## config.mk

```make
export PLATFORM = sky130hd
export DESIGN_NAME = dsf_status
export DESIGN_NICKNAME = d
export VERILOG_FILES = /design/src/include/dsf_pkg.sv /design/src/design/dsf_status.sv
export SDC_FILE = /design/constraint.sdc
export NUM_CORES = 1
export LEC_CHECK = 0
export ABC_AREA = 1
export BUFFER_PORTS_ARGS = -buffer_cell sky130_fd_sc_hd__buf_2
export CAP_MARGIN = 10
export CORE_MARGIN = 4
export CORE_UTILIZATION = 30
export DETAILED_ROUTE_END_ITERATION = 10
export SLEW_MARGIN = 15
export SYNTH_ARGS = -nofsm -noshare
export SYNTH_HDL_FRONTEND = slang
export SYNTH_SLANG_ARGS = --single-unit
```

## constraint.sdc

```tcl
create_clock -name clk_i -period 3.7 [get_ports clk_i]
set_clock_uncertainty 0.15 [all_clocks]
set_input_delay 0.37 -clock clk_i [delete_from_list [all_inputs] [get_ports clk_i]]
set_output_delay 0.37 -clock clk_i [all_outputs]
set_load 0.01 [all_outputs]
```

## src/include/dsf_pkg.sv

```systemverilog
// Purpose: Shared constants and types for the acquisition status flag block
// Assumes: Classic Wishbone slave, 32-bit data, byte addresses
// Notes: Status words are 16 bits wide and sit in the low half of the bus word

package dsf_pkg;

   // Register byte addresses
   localparam logic [7:0] DSF_ADDR_STATUS1 = 8'h18; // Board status flags
   localparam logic [7:0] DSF_ADDR_STATUS2 = 8'h1A; // ADC busy status, index form
   localparam logic [7:0] DSF_ADDR_BUSY = 8'h1A; // Byte address of the ADC busy word
   localparam logic [7:0] DSF_ADDR_CTRL = 8'h20; // Mode control word
   localparam logic [7:0] DSF_ADDR_CLEAR = 8'h24; // Clear strobe word, write one to clear

   // Status register 1 bit positions
   localparam int DSF_B_ADC_NE = 12; // ADC FIFO not empty, active low empty
   localparam int DSF_B_DMA_A = 11; // DMA channel A done
   localparam int DSF_B_DMA_B = 10; // DMA channel B done
   localparam int DSF_B_OVFL = 9; // ADC FIFO overflow
   localparam int DSF_B_OVRN = 8; // Conversion overrun
   localparam int DSF_B_TREQ = 7; // Timer update request
   localparam int DSF_B_DDONE = 6; // DAC sequence done
   localparam int DSF_B_DFULL = 5; // DAC FIFO full, active low
   localparam int DSF_B_DHALF = 4; // DAC FIFO half, active low
   localparam int DSF_B_DEMPTY = 3; // DAC FIFO empty, active low
   localparam int DSF_B_PDATA = 2; // Serial PROM data
   localparam int DSF_B_PDESEL = 1; // PROM deselect, active low
   localparam int DSF_B_CFG = 0; // Config memory empty, active low

   // Clear strobe word bit positions
   localparam int DSF_C_DMA_A = 0; // Clear channel A done
   localparam int DSF_C_DMA_B = 1; // Clear channel B done
   localparam int DSF_C_DAQ = 2; // Acquisition clear
   localparam int DSF_C_TREQ = 3; // Timer request clear
   localparam int DSF_C_DAC = 4; // DAC clear
   localparam int DSF_C_CAL = 5; // Start ADC calibration

   // Control word bit positions
   localparam int DSF_K_MODE_LO = 0; // DAC request mode, two bits
   localparam int DSF_K_ADC_IE = 2; // ADC conversion interrupt enable
   localparam int DSF_K_DAC_IE = 3; // DAC complete interrupt enable

   // Reset values
   localparam logic [3:0] DSF_CTRL_RST = 4'h0; // Programmed mode, no enables

   // Calibration time
   localparam real DSF_CAL_SEC = 1.25; // Calibration time in seconds
   localparam real DSF_CLK_HZ = 250.0e6; // Clock rate
   localparam int DSF_CAL_CYC = int'(DSF_CAL_SEC * DSF_CLK_HZ); // Calibration cycles

   // DAC request modes
   typedef enum logic [1:0]
   {
      DSF_MODE_PROG,
      DSF_MODE_IRQ,
      DSF_MODE_DMA,
      DSF_MODE_RSVD
   } dsf_mode_type;

   // Calibration sequencer states
   typedef enum logic
   {
      DSF_CAL_IDLE,
      DSF_CAL_RUN
   } dsf_cal_type;

   // Hardware event inputs from the rest of the board
   typedef struct packed
   {
      logic adc_fifo_has_data; // ADC FIFO holds results
      logic adc_fifo_full; // ADC FIFO full
      logic conv_done; // Conversion finished pulse
      logic conv_start; // Conversion start pulse
      logic adc_converting; // Converter busy converting
      logic dma_tc_a; // DMA channel A terminal count pulse
      logic dma_tc_b; // DMA channel B terminal count pulse
      logic dac_fifo_full; // DAC FIFO full
      logic dac_fifo_half; // DAC FIFO at least half full
      logic dac_fifo_empty; // DAC FIFO empty
      logic dac_write; // Any DAC write pulse
      logic dac_seq_run; // DAC sequence running
      logic cfg_mem_has_data; // Config memory holds entries
   } dsf_events_type;

   // Whole block state
   typedef struct packed
   {
      logic [3:0] ctrl; // Mode control word
      logic dma_done_chan_a; // Sticky DMA A done
      logic dma_done_chan_b; // Sticky DMA B done
      logic overflow; // Sticky overflow
      logic overrun; // Sticky overrun
      logic timer_update_request; // Timer request flag
      logic dac_sequence_done; // DAC sequence done flag
      logic seq_run_q; // Last sequence run level
      logic trig_q; // Last synced trigger level
      logic conv_busy; // A conversion is in flight
      dsf_cal_type cal_state; // Calibration state
      logic [31:0] cal_cnt; // Calibration countdown
      logic ack; // Bus acknowledge
      logic [31:0] rdata; // Bus read data
      logic [1:0] trig_sync; // Trigger synchroniser
      logic [1:0] pdata_sync; // PROM data synchroniser
      logic [1:0] pcs_sync; // PROM chip select synchroniser
   } dsf_state_type;

endpackage

```

## src/design/dsf_status.sv

```systemverilog
// Purpose: Read-only status flags of a data acquisition board over Wishbone
// Assumes: One clock, synchronous active-high reset, event inputs on clk_i
// Notes: Reads have no side effect; flags change by clears and hardware events

`timescale 1ns/10ps
`default_nettype none

module dsf_status
#(
   parameter int CAL_CYCLES = dsf_pkg::DSF_CAL_CYC // Calibration length in cycles
)
(
   input wire logic clk_i, // 250 MHz clock
   input wire logic rst_i, // Synchronous reset, active high
   input wire logic wb_cyc_i, // Wishbone cycle
   input wire logic wb_stb_i, // Wishbone strobe
   input wire logic wb_we_i, // Wishbone write enable
   input wire logic [7:0] wb_adr_i, // Wishbone byte address
   input wire logic [3:0] wb_sel_i, // Wishbone byte selects
   input wire logic [31:0] wb_dat_i, // Wishbone write data
   output logic [31:0] wb_dat_o, // Wishbone read data
   output logic wb_ack_o, // Wishbone acknowledge
   input wire dsf_pkg::dsf_events_type ev_i, // Board events, same clock
   input wire logic timer_trigger_pulse_n_i, // Trigger pin, active low
   input wire logic prom_serial_out_i, // PROM serial data pin
   input wire logic prom_chip_select_i, // PROM chip select pin
   output logic adc_irq_o, // ADC conversion interrupt request, high while the ADC interrupt enable bit is set and the ADC FIFO holds results
   output logic timer_irq_o, // Timer interrupt request
   output logic timer_dma_o, // Timer DMA request
   output logic dac_done_irq_o, // DAC done interrupt request
   output logic daq_abort_o, // Acquisition stop level
   output logic adc_ready_o // ADC usable for conversions
);

   dsf_pkg::dsf_state_type s; // Registered state
   dsf_pkg::dsf_state_type next_s; // Next state
   logic [15:0] status1; // Status word one
   logic adc_busy; // ADC busy level
   logic req; // Bus request this cycle
   logic wr; // Register write this cycle
   logic [5:0] clr; // Clear strobes this cycle
   logic trig_rise; // Trigger asserted edge
   dsf_pkg::dsf_mode_type mode; // Current DAC request mode

   // Set wins over clear for a sticky flag
   function automatic logic sticky(input logic cur, input logic set, input logic clear);
      sticky = set | (cur & ~clear);
   endfunction

   // Bus and strobe decode
   always_comb
   begin
      req = wb_cyc_i & wb_stb_i & ~s.ack;
      wr = req & wb_we_i;
      clr = '0;
      if (wr && wb_adr_i == dsf_pkg::DSF_ADDR_CLEAR && wb_sel_i[0])
      begin
         clr = wb_dat_i[5:0];
      end
      mode = dsf_pkg::dsf_mode_type'(s.ctrl[1:0]);
      trig_rise = s.trig_sync[1] & ~s.trig_q;
      adc_busy = s.conv_busy | ev_i.adc_converting | (s.cal_state == dsf_pkg::DSF_CAL_RUN);
   end

   // Status word one assembly
   always_comb
   begin
      status1 = '0;
      status1[dsf_pkg::DSF_B_ADC_NE] = ev_i.adc_fifo_has_data;
      status1[dsf_pkg::DSF_B_DMA_A] = s.dma_done_chan_a;
      status1[dsf_pkg::DSF_B_DMA_B] = s.dma_done_chan_b;
      status1[dsf_pkg::DSF_B_OVFL] = s.overflow;
      status1[dsf_pkg::DSF_B_OVRN] = s.overrun;
      status1[dsf_pkg::DSF_B_TREQ] = s.timer_update_request;
      status1[dsf_pkg::DSF_B_DDONE] = s.dac_sequence_done;
      status1[dsf_pkg::DSF_B_DFULL] = ~ev_i.dac_fifo_full;
      status1[dsf_pkg::DSF_B_DHALF] = ~ev_i.dac_fifo_half;
      status1[dsf_pkg::DSF_B_DEMPTY] = ~ev_i.dac_fifo_empty;
      status1[dsf_pkg::DSF_B_PDATA] = s.pdata_sync[1];
      status1[dsf_pkg::DSF_B_PDESEL] = s.pcs_sync[1];
      status1[dsf_pkg::DSF_B_CFG] = ev_i.cfg_mem_has_data;
   end

   // Next state
   always_comb
   begin
      next_s = s;
      // Synchronisers; first stages feed only the second stages
      next_s.trig_sync = {s.trig_sync[0], ~timer_trigger_pulse_n_i};
      next_s.pdata_sync = {s.pdata_sync[0], prom_serial_out_i};
      next_s.pcs_sync = {s.pcs_sync[0], prom_chip_select_i};
      next_s.trig_q = s.trig_sync[1];
      next_s.seq_run_q = ev_i.dac_seq_run;
      // Control register write
      if (wr && wb_adr_i == dsf_pkg::DSF_ADDR_CTRL && wb_sel_i[0])
      begin
         next_s.ctrl = wb_dat_i[3:0];
      end
      // Sticky DMA flags
      next_s.dma_done_chan_a = sticky(s.dma_done_chan_a, ev_i.dma_tc_a, clr[dsf_pkg::DSF_C_DMA_A]);
      next_s.dma_done_chan_b = sticky(s.dma_done_chan_b, ev_i.dma_tc_b, clr[dsf_pkg::DSF_C_DMA_B]);
      // Acquisition errors
      next_s.overflow = sticky(s.overflow, ev_i.conv_done & ev_i.adc_fifo_full,
                               clr[dsf_pkg::DSF_C_DAQ]);
      next_s.overrun = sticky(s.overrun, ev_i.conv_start & (s.conv_busy | ev_i.adc_converting),
                              clr[dsf_pkg::DSF_C_DAQ]);
      // Conversion in flight tracker
      if (ev_i.conv_start)
      begin
         next_s.conv_busy = 1'b1;
      end
      else if (ev_i.conv_done)
      begin
         next_s.conv_busy = 1'b0;
      end
      // Timer request: set on DAC room or trigger in interrupt mode
      next_s.timer_update_request = sticky(s.timer_update_request,
         ~ev_i.dac_fifo_full | (trig_rise & (mode == dsf_pkg::DSF_MODE_IRQ)),
         clr[dsf_pkg::DSF_C_TREQ] | (mode == dsf_pkg::DSF_MODE_DMA & ev_i.dac_write));
      // DAC done: low while running, set at sequence end
      if (ev_i.dac_seq_run)
      begin
         next_s.dac_sequence_done = 1'b0;
      end
      else
      begin
         next_s.dac_sequence_done = sticky(s.dac_sequence_done, s.seq_run_q,
            clr[dsf_pkg::DSF_C_TREQ] | clr[dsf_pkg::DSF_C_DAC]);
      end
      // Calibration sequencer
      case (s.cal_state)
         dsf_pkg::DSF_CAL_IDLE:
         begin
            if (clr[dsf_pkg::DSF_C_CAL])
            begin
               next_s.cal_state = dsf_pkg::DSF_CAL_RUN;
               next_s.cal_cnt = 32'(CAL_CYCLES - 1);
            end
         end
         dsf_pkg::DSF_CAL_RUN:
         begin
            if (s.cal_cnt == 32'h0)
            begin
               next_s.cal_state = dsf_pkg::DSF_CAL_IDLE;
            end
            else
            begin
               next_s.cal_cnt = s.cal_cnt - 32'h1;
            end
         end
         default:
         begin
            next_s.cal_state = dsf_pkg::DSF_CAL_IDLE;
         end
      endcase
      // Bus answer one cycle after request; reads change no flag
      next_s.ack = req;
      next_s.rdata = 32'h0;
      if (req && !wb_we_i)
      begin
         case (wb_adr_i)
            dsf_pkg::DSF_ADDR_STATUS1: next_s.rdata = {16'h0, status1};
            dsf_pkg::DSF_ADDR_BUSY: next_s.rdata = {31'h0, ~adc_busy};
            dsf_pkg::DSF_ADDR_CTRL: next_s.rdata = {28'h0, s.ctrl};
            default: next_s.rdata = 32'h0;
         endcase
      end
   end

   // State register
   always_ff @(posedge clk_i)
   begin
      if (rst_i)
      begin
         s <= '0;
         s.ctrl <= dsf_pkg::DSF_CTRL_RST;
         s.cal_state <= dsf_pkg::DSF_CAL_IDLE;
      end
      else
      begin
         s <= next_s;
      end
   end

   // Outputs
   assign wb_dat_o = s.rdata;
   assign wb_ack_o = s.ack;
   assign adc_irq_o = s.ctrl[dsf_pkg::DSF_K_ADC_IE] & ev_i.adc_fifo_has_data;
   assign timer_irq_o = s.timer_update_request & (mode == dsf_pkg::DSF_MODE_IRQ);
   assign timer_dma_o = s.timer_update_request & (mode == dsf_pkg::DSF_MODE_DMA);
   assign dac_done_irq_o = s.ctrl[dsf_pkg::DSF_K_DAC_IE] & s.dac_sequence_done;
   assign daq_abort_o = s.overflow | s.overrun;
   assign adc_ready_o = ~adc_busy;

   // Checks
   a_dma_a_sticky: assert property (@(posedge clk_i) disable iff (rst_i)
      s.dma_done_chan_a && !clr[dsf_pkg::DSF_C_DMA_A] |=> s.dma_done_chan_a)
      else $error("dma a flag dropped");
   a_dma_a_set: assert property (@(posedge clk_i) disable iff (rst_i)
      ev_i.dma_tc_a |=> s.dma_done_chan_a)
      else $error("dma a flag not set");
   a_dma_b_set: assert property (@(posedge clk_i) disable iff (rst_i)
      ev_i.dma_tc_b |=> s.dma_done_chan_b)
      else $error("dma b flag not set");
   a_ovfl_set: assert property (@(posedge clk_i) disable iff (rst_i)
      ev_i.conv_done && ev_i.adc_fifo_full |=> s.overflow && daq_abort_o)
      else $error("overflow missed");
   a_ovrn_hold: assert property (@(posedge clk_i) disable iff (rst_i)
      s.overrun && !clr[dsf_pkg::DSF_C_DAQ] |=> s.overrun)
      else $error("overrun dropped");
   a_ovrn_set: assert property (@(posedge clk_i) disable iff (rst_i)
      ev_i.conv_start && (s.conv_busy || ev_i.adc_converting) |=> s.overrun)
      else $error("overrun missed");
   a_treq_dma_clr: assert property (@(posedge clk_i) disable iff (rst_i)
      mode == dsf_pkg::DSF_MODE_DMA && ev_i.dac_write && ev_i.dac_fifo_full |=> !s.timer_update_request)
      else $error("timer request not cleared");
   a_treq_room: assert property (@(posedge clk_i) disable iff (rst_i)
      !ev_i.dac_fifo_full |=> s.timer_update_request)
      else $error("timer request not set");
   a_dac_run_low: assert property (@(posedge clk_i) disable iff (rst_i)
      ev_i.dac_seq_run |=> !s.dac_sequence_done)
      else $error("dac done high while running");
   a_dac_end_set: assert property (@(posedge clk_i) disable iff (rst_i)
      $fell(ev_i.dac_seq_run) |=> s.dac_sequence_done)
      else $error("dac done not set at end");
   a_dac_clr: assert property (@(posedge clk_i) disable iff (rst_i)
      clr[dsf_pkg::DSF_C_DAC] && !ev_i.dac_seq_run && !s.seq_run_q |=> !s.dac_sequence_done)
      else $error("dac done not cleared");
   a_cal_busy: assert property (@(posedge clk_i) disable iff (rst_i)
      s.cal_state == dsf_pkg::DSF_CAL_IDLE && clr[dsf_pkg::DSF_C_CAL] |=> !adc_ready_o [*8])
      else $error("calibration not busy");
   a_adc_empty: assert property (@(posedge clk_i) disable iff (rst_i)
      !ev_i.adc_fifo_has_data |-> !adc_irq_o)
      else $error("adc request while empty");
   a_read_flags: assert property (@(posedge clk_i) disable iff (rst_i)
      req && !wb_we_i |=> $stable(s.dma_done_chan_a) || $past(ev_i.dma_tc_a))
      else $error("read changed a flag");

endmodule

`default_nettype wire

```

==> flow_summary.json <==
{
  "dieArea_sq_um": 13660,
  "drc": 0,
  "die_h_microns": 116.9,
  "p_per_area_nw_per_um2": 395.1,
  "synthDistinctLibCells": 32,
  "rsz0062_at_grt": "false",
  "leakagePower_uw": 0.001991,
  "place_congestion": 0.8872,
  "postCtsSetupBuffers": 0,
  "hold_violations": 0,
  "syn_inst": 536,
  "nFillCells": 1244,
  "final_common_cell": "nand2_1",
  "synth_seq_cells": 66,
  "finalMaxSlewViolations": 0,
  "cts_buffers": 9,
  "synth_top_family_by_area": "simple AND/OR/NAND/NOR gates",
  "grt_pass1_vias": 2961,
  "cts-htree-levels": 3,
  "yosys_warnings": 0,
  "ys_seq_area_frac": 0.3716,
  "ir_drop_mv": 0.1899,
  "synth-compound-area-share": 0.07741,
  "worstMarginPinSlew_ns": 0.5550,
  "grt_pass1_wl_mm": 13.70,
  "wirelength_mm": 8.413,
  "async_flop_share": 0,
  "place_hpwl_mm": 6.309,
  "mostFrequentLayoutCells": "nand2_1 (112), nor2_1 (93), inv_1 (75)",
  "clk_latency_ns": 0.33,
  "cts_tree": "done",
  "setup_viol": 0,
  "antenna_found_initial": 0,
  "drt_iter0_drc": 244,
  "critPathKind": "reg2reg",
  "clkSinkCount": 66,
  "ctsHoldBuffers": 0,
  "via_per_inst": 4.523,
  "finalSetupTns_ns": 0,
  "initial_core_util": 0.3088,
  "via_count": 3279,
  "synth_edf_count": 0,
  "fmax_mhz": 452.6,
  "row_count": 39,
  "syn_area_sq_um": 3556,
  "cts_resized": 0,
  "clock_path_buffers": 2,
  "synthAdderAreaFrac": 0.003519,
  "wl_per_cell_microns": 11.60,
  "drtAntennaViolNets": 0,
  "synth_xor_area_frac": 0.009852,
  "synth.area.mux_share": 0,
  "antenna_cells": 0,
  "wl_met2_mm": 3.858,
  "die_width_microns": 116.9,
  "synth_ff_type": "dfxtp_1",
  "highest_layer": "met4",
  "critPathRequiredTime_ns": 3.77,
  "clk_pin_slew_worst_paths_ns": 0.06,
  "nets": 643,
  "endpoint_kind": "register",
  "cp_max_fo": 15,
  "io_pins": 104,
  "io_buffers": 55,
  "wl_met3_microns": 637,
  "drive_gt1_frac": 0.1443,
  "met1Wirelength_mm": 3.734,
  "dr.pass1.iters": 4,
  "hold_class": "in2reg",
  "post-route-period-util": 0.5972,
  "root_buffer": "clkbuf_16",
  "status": "finished clean",
  "design_power_total_uw": 1607,
  "cp.arrival_ns": 2.28,
  "overflow": 0,
  "grt_max_degree": 33,
  "postSynthAreaPerCell_sq_um": 6.634,
  "relSlewSlack": 0.6289,
  "core-area_sq_um": 11520,
  "period_needed_ns": 2.209,
  "yosys.area_share.simple": 0.3663,
  "max-cap-violations": 0,
  "syn2layout_area_growth_pct": 14.36,
  "grt_usage": 0.1270,
  "critical_path.startpoint_type": "register"
}
## kinds of logic after synthesis
| logic type | count (synthesis) |
|---|---|
| AND/OR/NAND/NOR | 295 |
| XOR/XNOR | 4 |
| AO/OA/AOI/OAI | 48 |
| flip-flops | 66 |
| buffers and inverters | 121 |
| adder cells (fa/ha/maj) | 1 |
| other | 1 |
## final timing paths
check | from | end | slack, ns | depth (start not counted)
hold / removal | timer_trigger_pulse_n_i | next_s[5]$_SDFF_PP0_ | 0.04 | 2
setup / recovery | s[39]$_SDFFE_PP0P_ | s[52]$_SDFFE_PP0P_ | 1.49 | 11
setup reg to reg | s[39]$_SDFFE_PP0P_ | s[52]$_SDFFE_PP0P_ | 1.49 | 11
hold reg to reg | next_s[1]$_SDFF_PP0_ | s[1]$_SDFF_PP0_ | 0.26 | 2
## power breakdown
group,internal (uW),total [uW],switching [uW]
clock network,492,807,316
registers,720,724,3.50
logic,26.9,75.8,48.9
total,1240,1610,368
## final cells by class
| type | count | area (sq um) | area share |
|---|---|---|---|
| multi-input cells | 367 | 1697 | 0.4172 |
| inverters | 75 | 281.5 | 0.06923 |
| flip-flops and latches | 66 | 1321 | 0.3249 |
| clock buffers | 11 | 252.7 | 0.06215 |
| repair buffers | 58 | 297.8 | 0.07323 |
| well taps | 143 | 178.9 | 0.04400 |
| clock inverters | 5 | 37.54 | 0.009231 |
## state kept, by name (all words and copies together) (netlist names)
register  cells
next_s        4
s            46
wb_dat_o     13
mode          2
wb_ack_o      1
## worst max-delay path, stage by stage (launching register included)
cell and delay (ns):
dfxtp_1 0.32, inv_1 0.07, ha_1 0.24, nand2_2 0.16, nor2_8 0.08, nand2_4 0.08
nor2_1 0.05, nor2_1 0.33, buf_4 0.28, nand3_1 0.11, o21ai_0 0.17, nor2_1 0.05
## through the flow
stage	hold WS, ns	area (sq um)	utilization	setup WS, ns	cells
floorplan	0.2383	3623	-	1.938	554
global placement	0.2428	3776	0.3279	1.532	709
detailed placement	0.2460	3776	0.3279	1.495	709
CTS	0.03323	4066	0.3531	1.463	725
global route	0.03359	4066	0.3531	1.233	725
finish	0.04447	4066	0.3531	1.491	725
## cells in the mapped netlist, types with 3 or more instances
cell type  count  area, sq um
nor2_1        93        349.1
nor3_1        18        90.09
buf_4         33        247.7
nand3b_1       5        37.54
clkbuf_1       6        22.52
inv_1         75        281.5
o22ai_1        4        25.02
a211oi_1       4        30.03
buf_2          4        20.02
dfxtp_1       66         1321
o21ai_0       11        55.05
buf_6          3        33.78
nand2_1      112        420.4
nor3b_1        5        37.54
nand4_1        6        37.54
nand3_1       45        225.2
a21oi_1       24        120.1
## layer usage
metal  GRT usage  up-vias
met3     0.03753       12
met1      0.1591     1447
li1            -     1714
met4     0.05199        0
met5           0        -
met2      0.2048      106
Note: power is estimated with default switching activity, not from simulation.
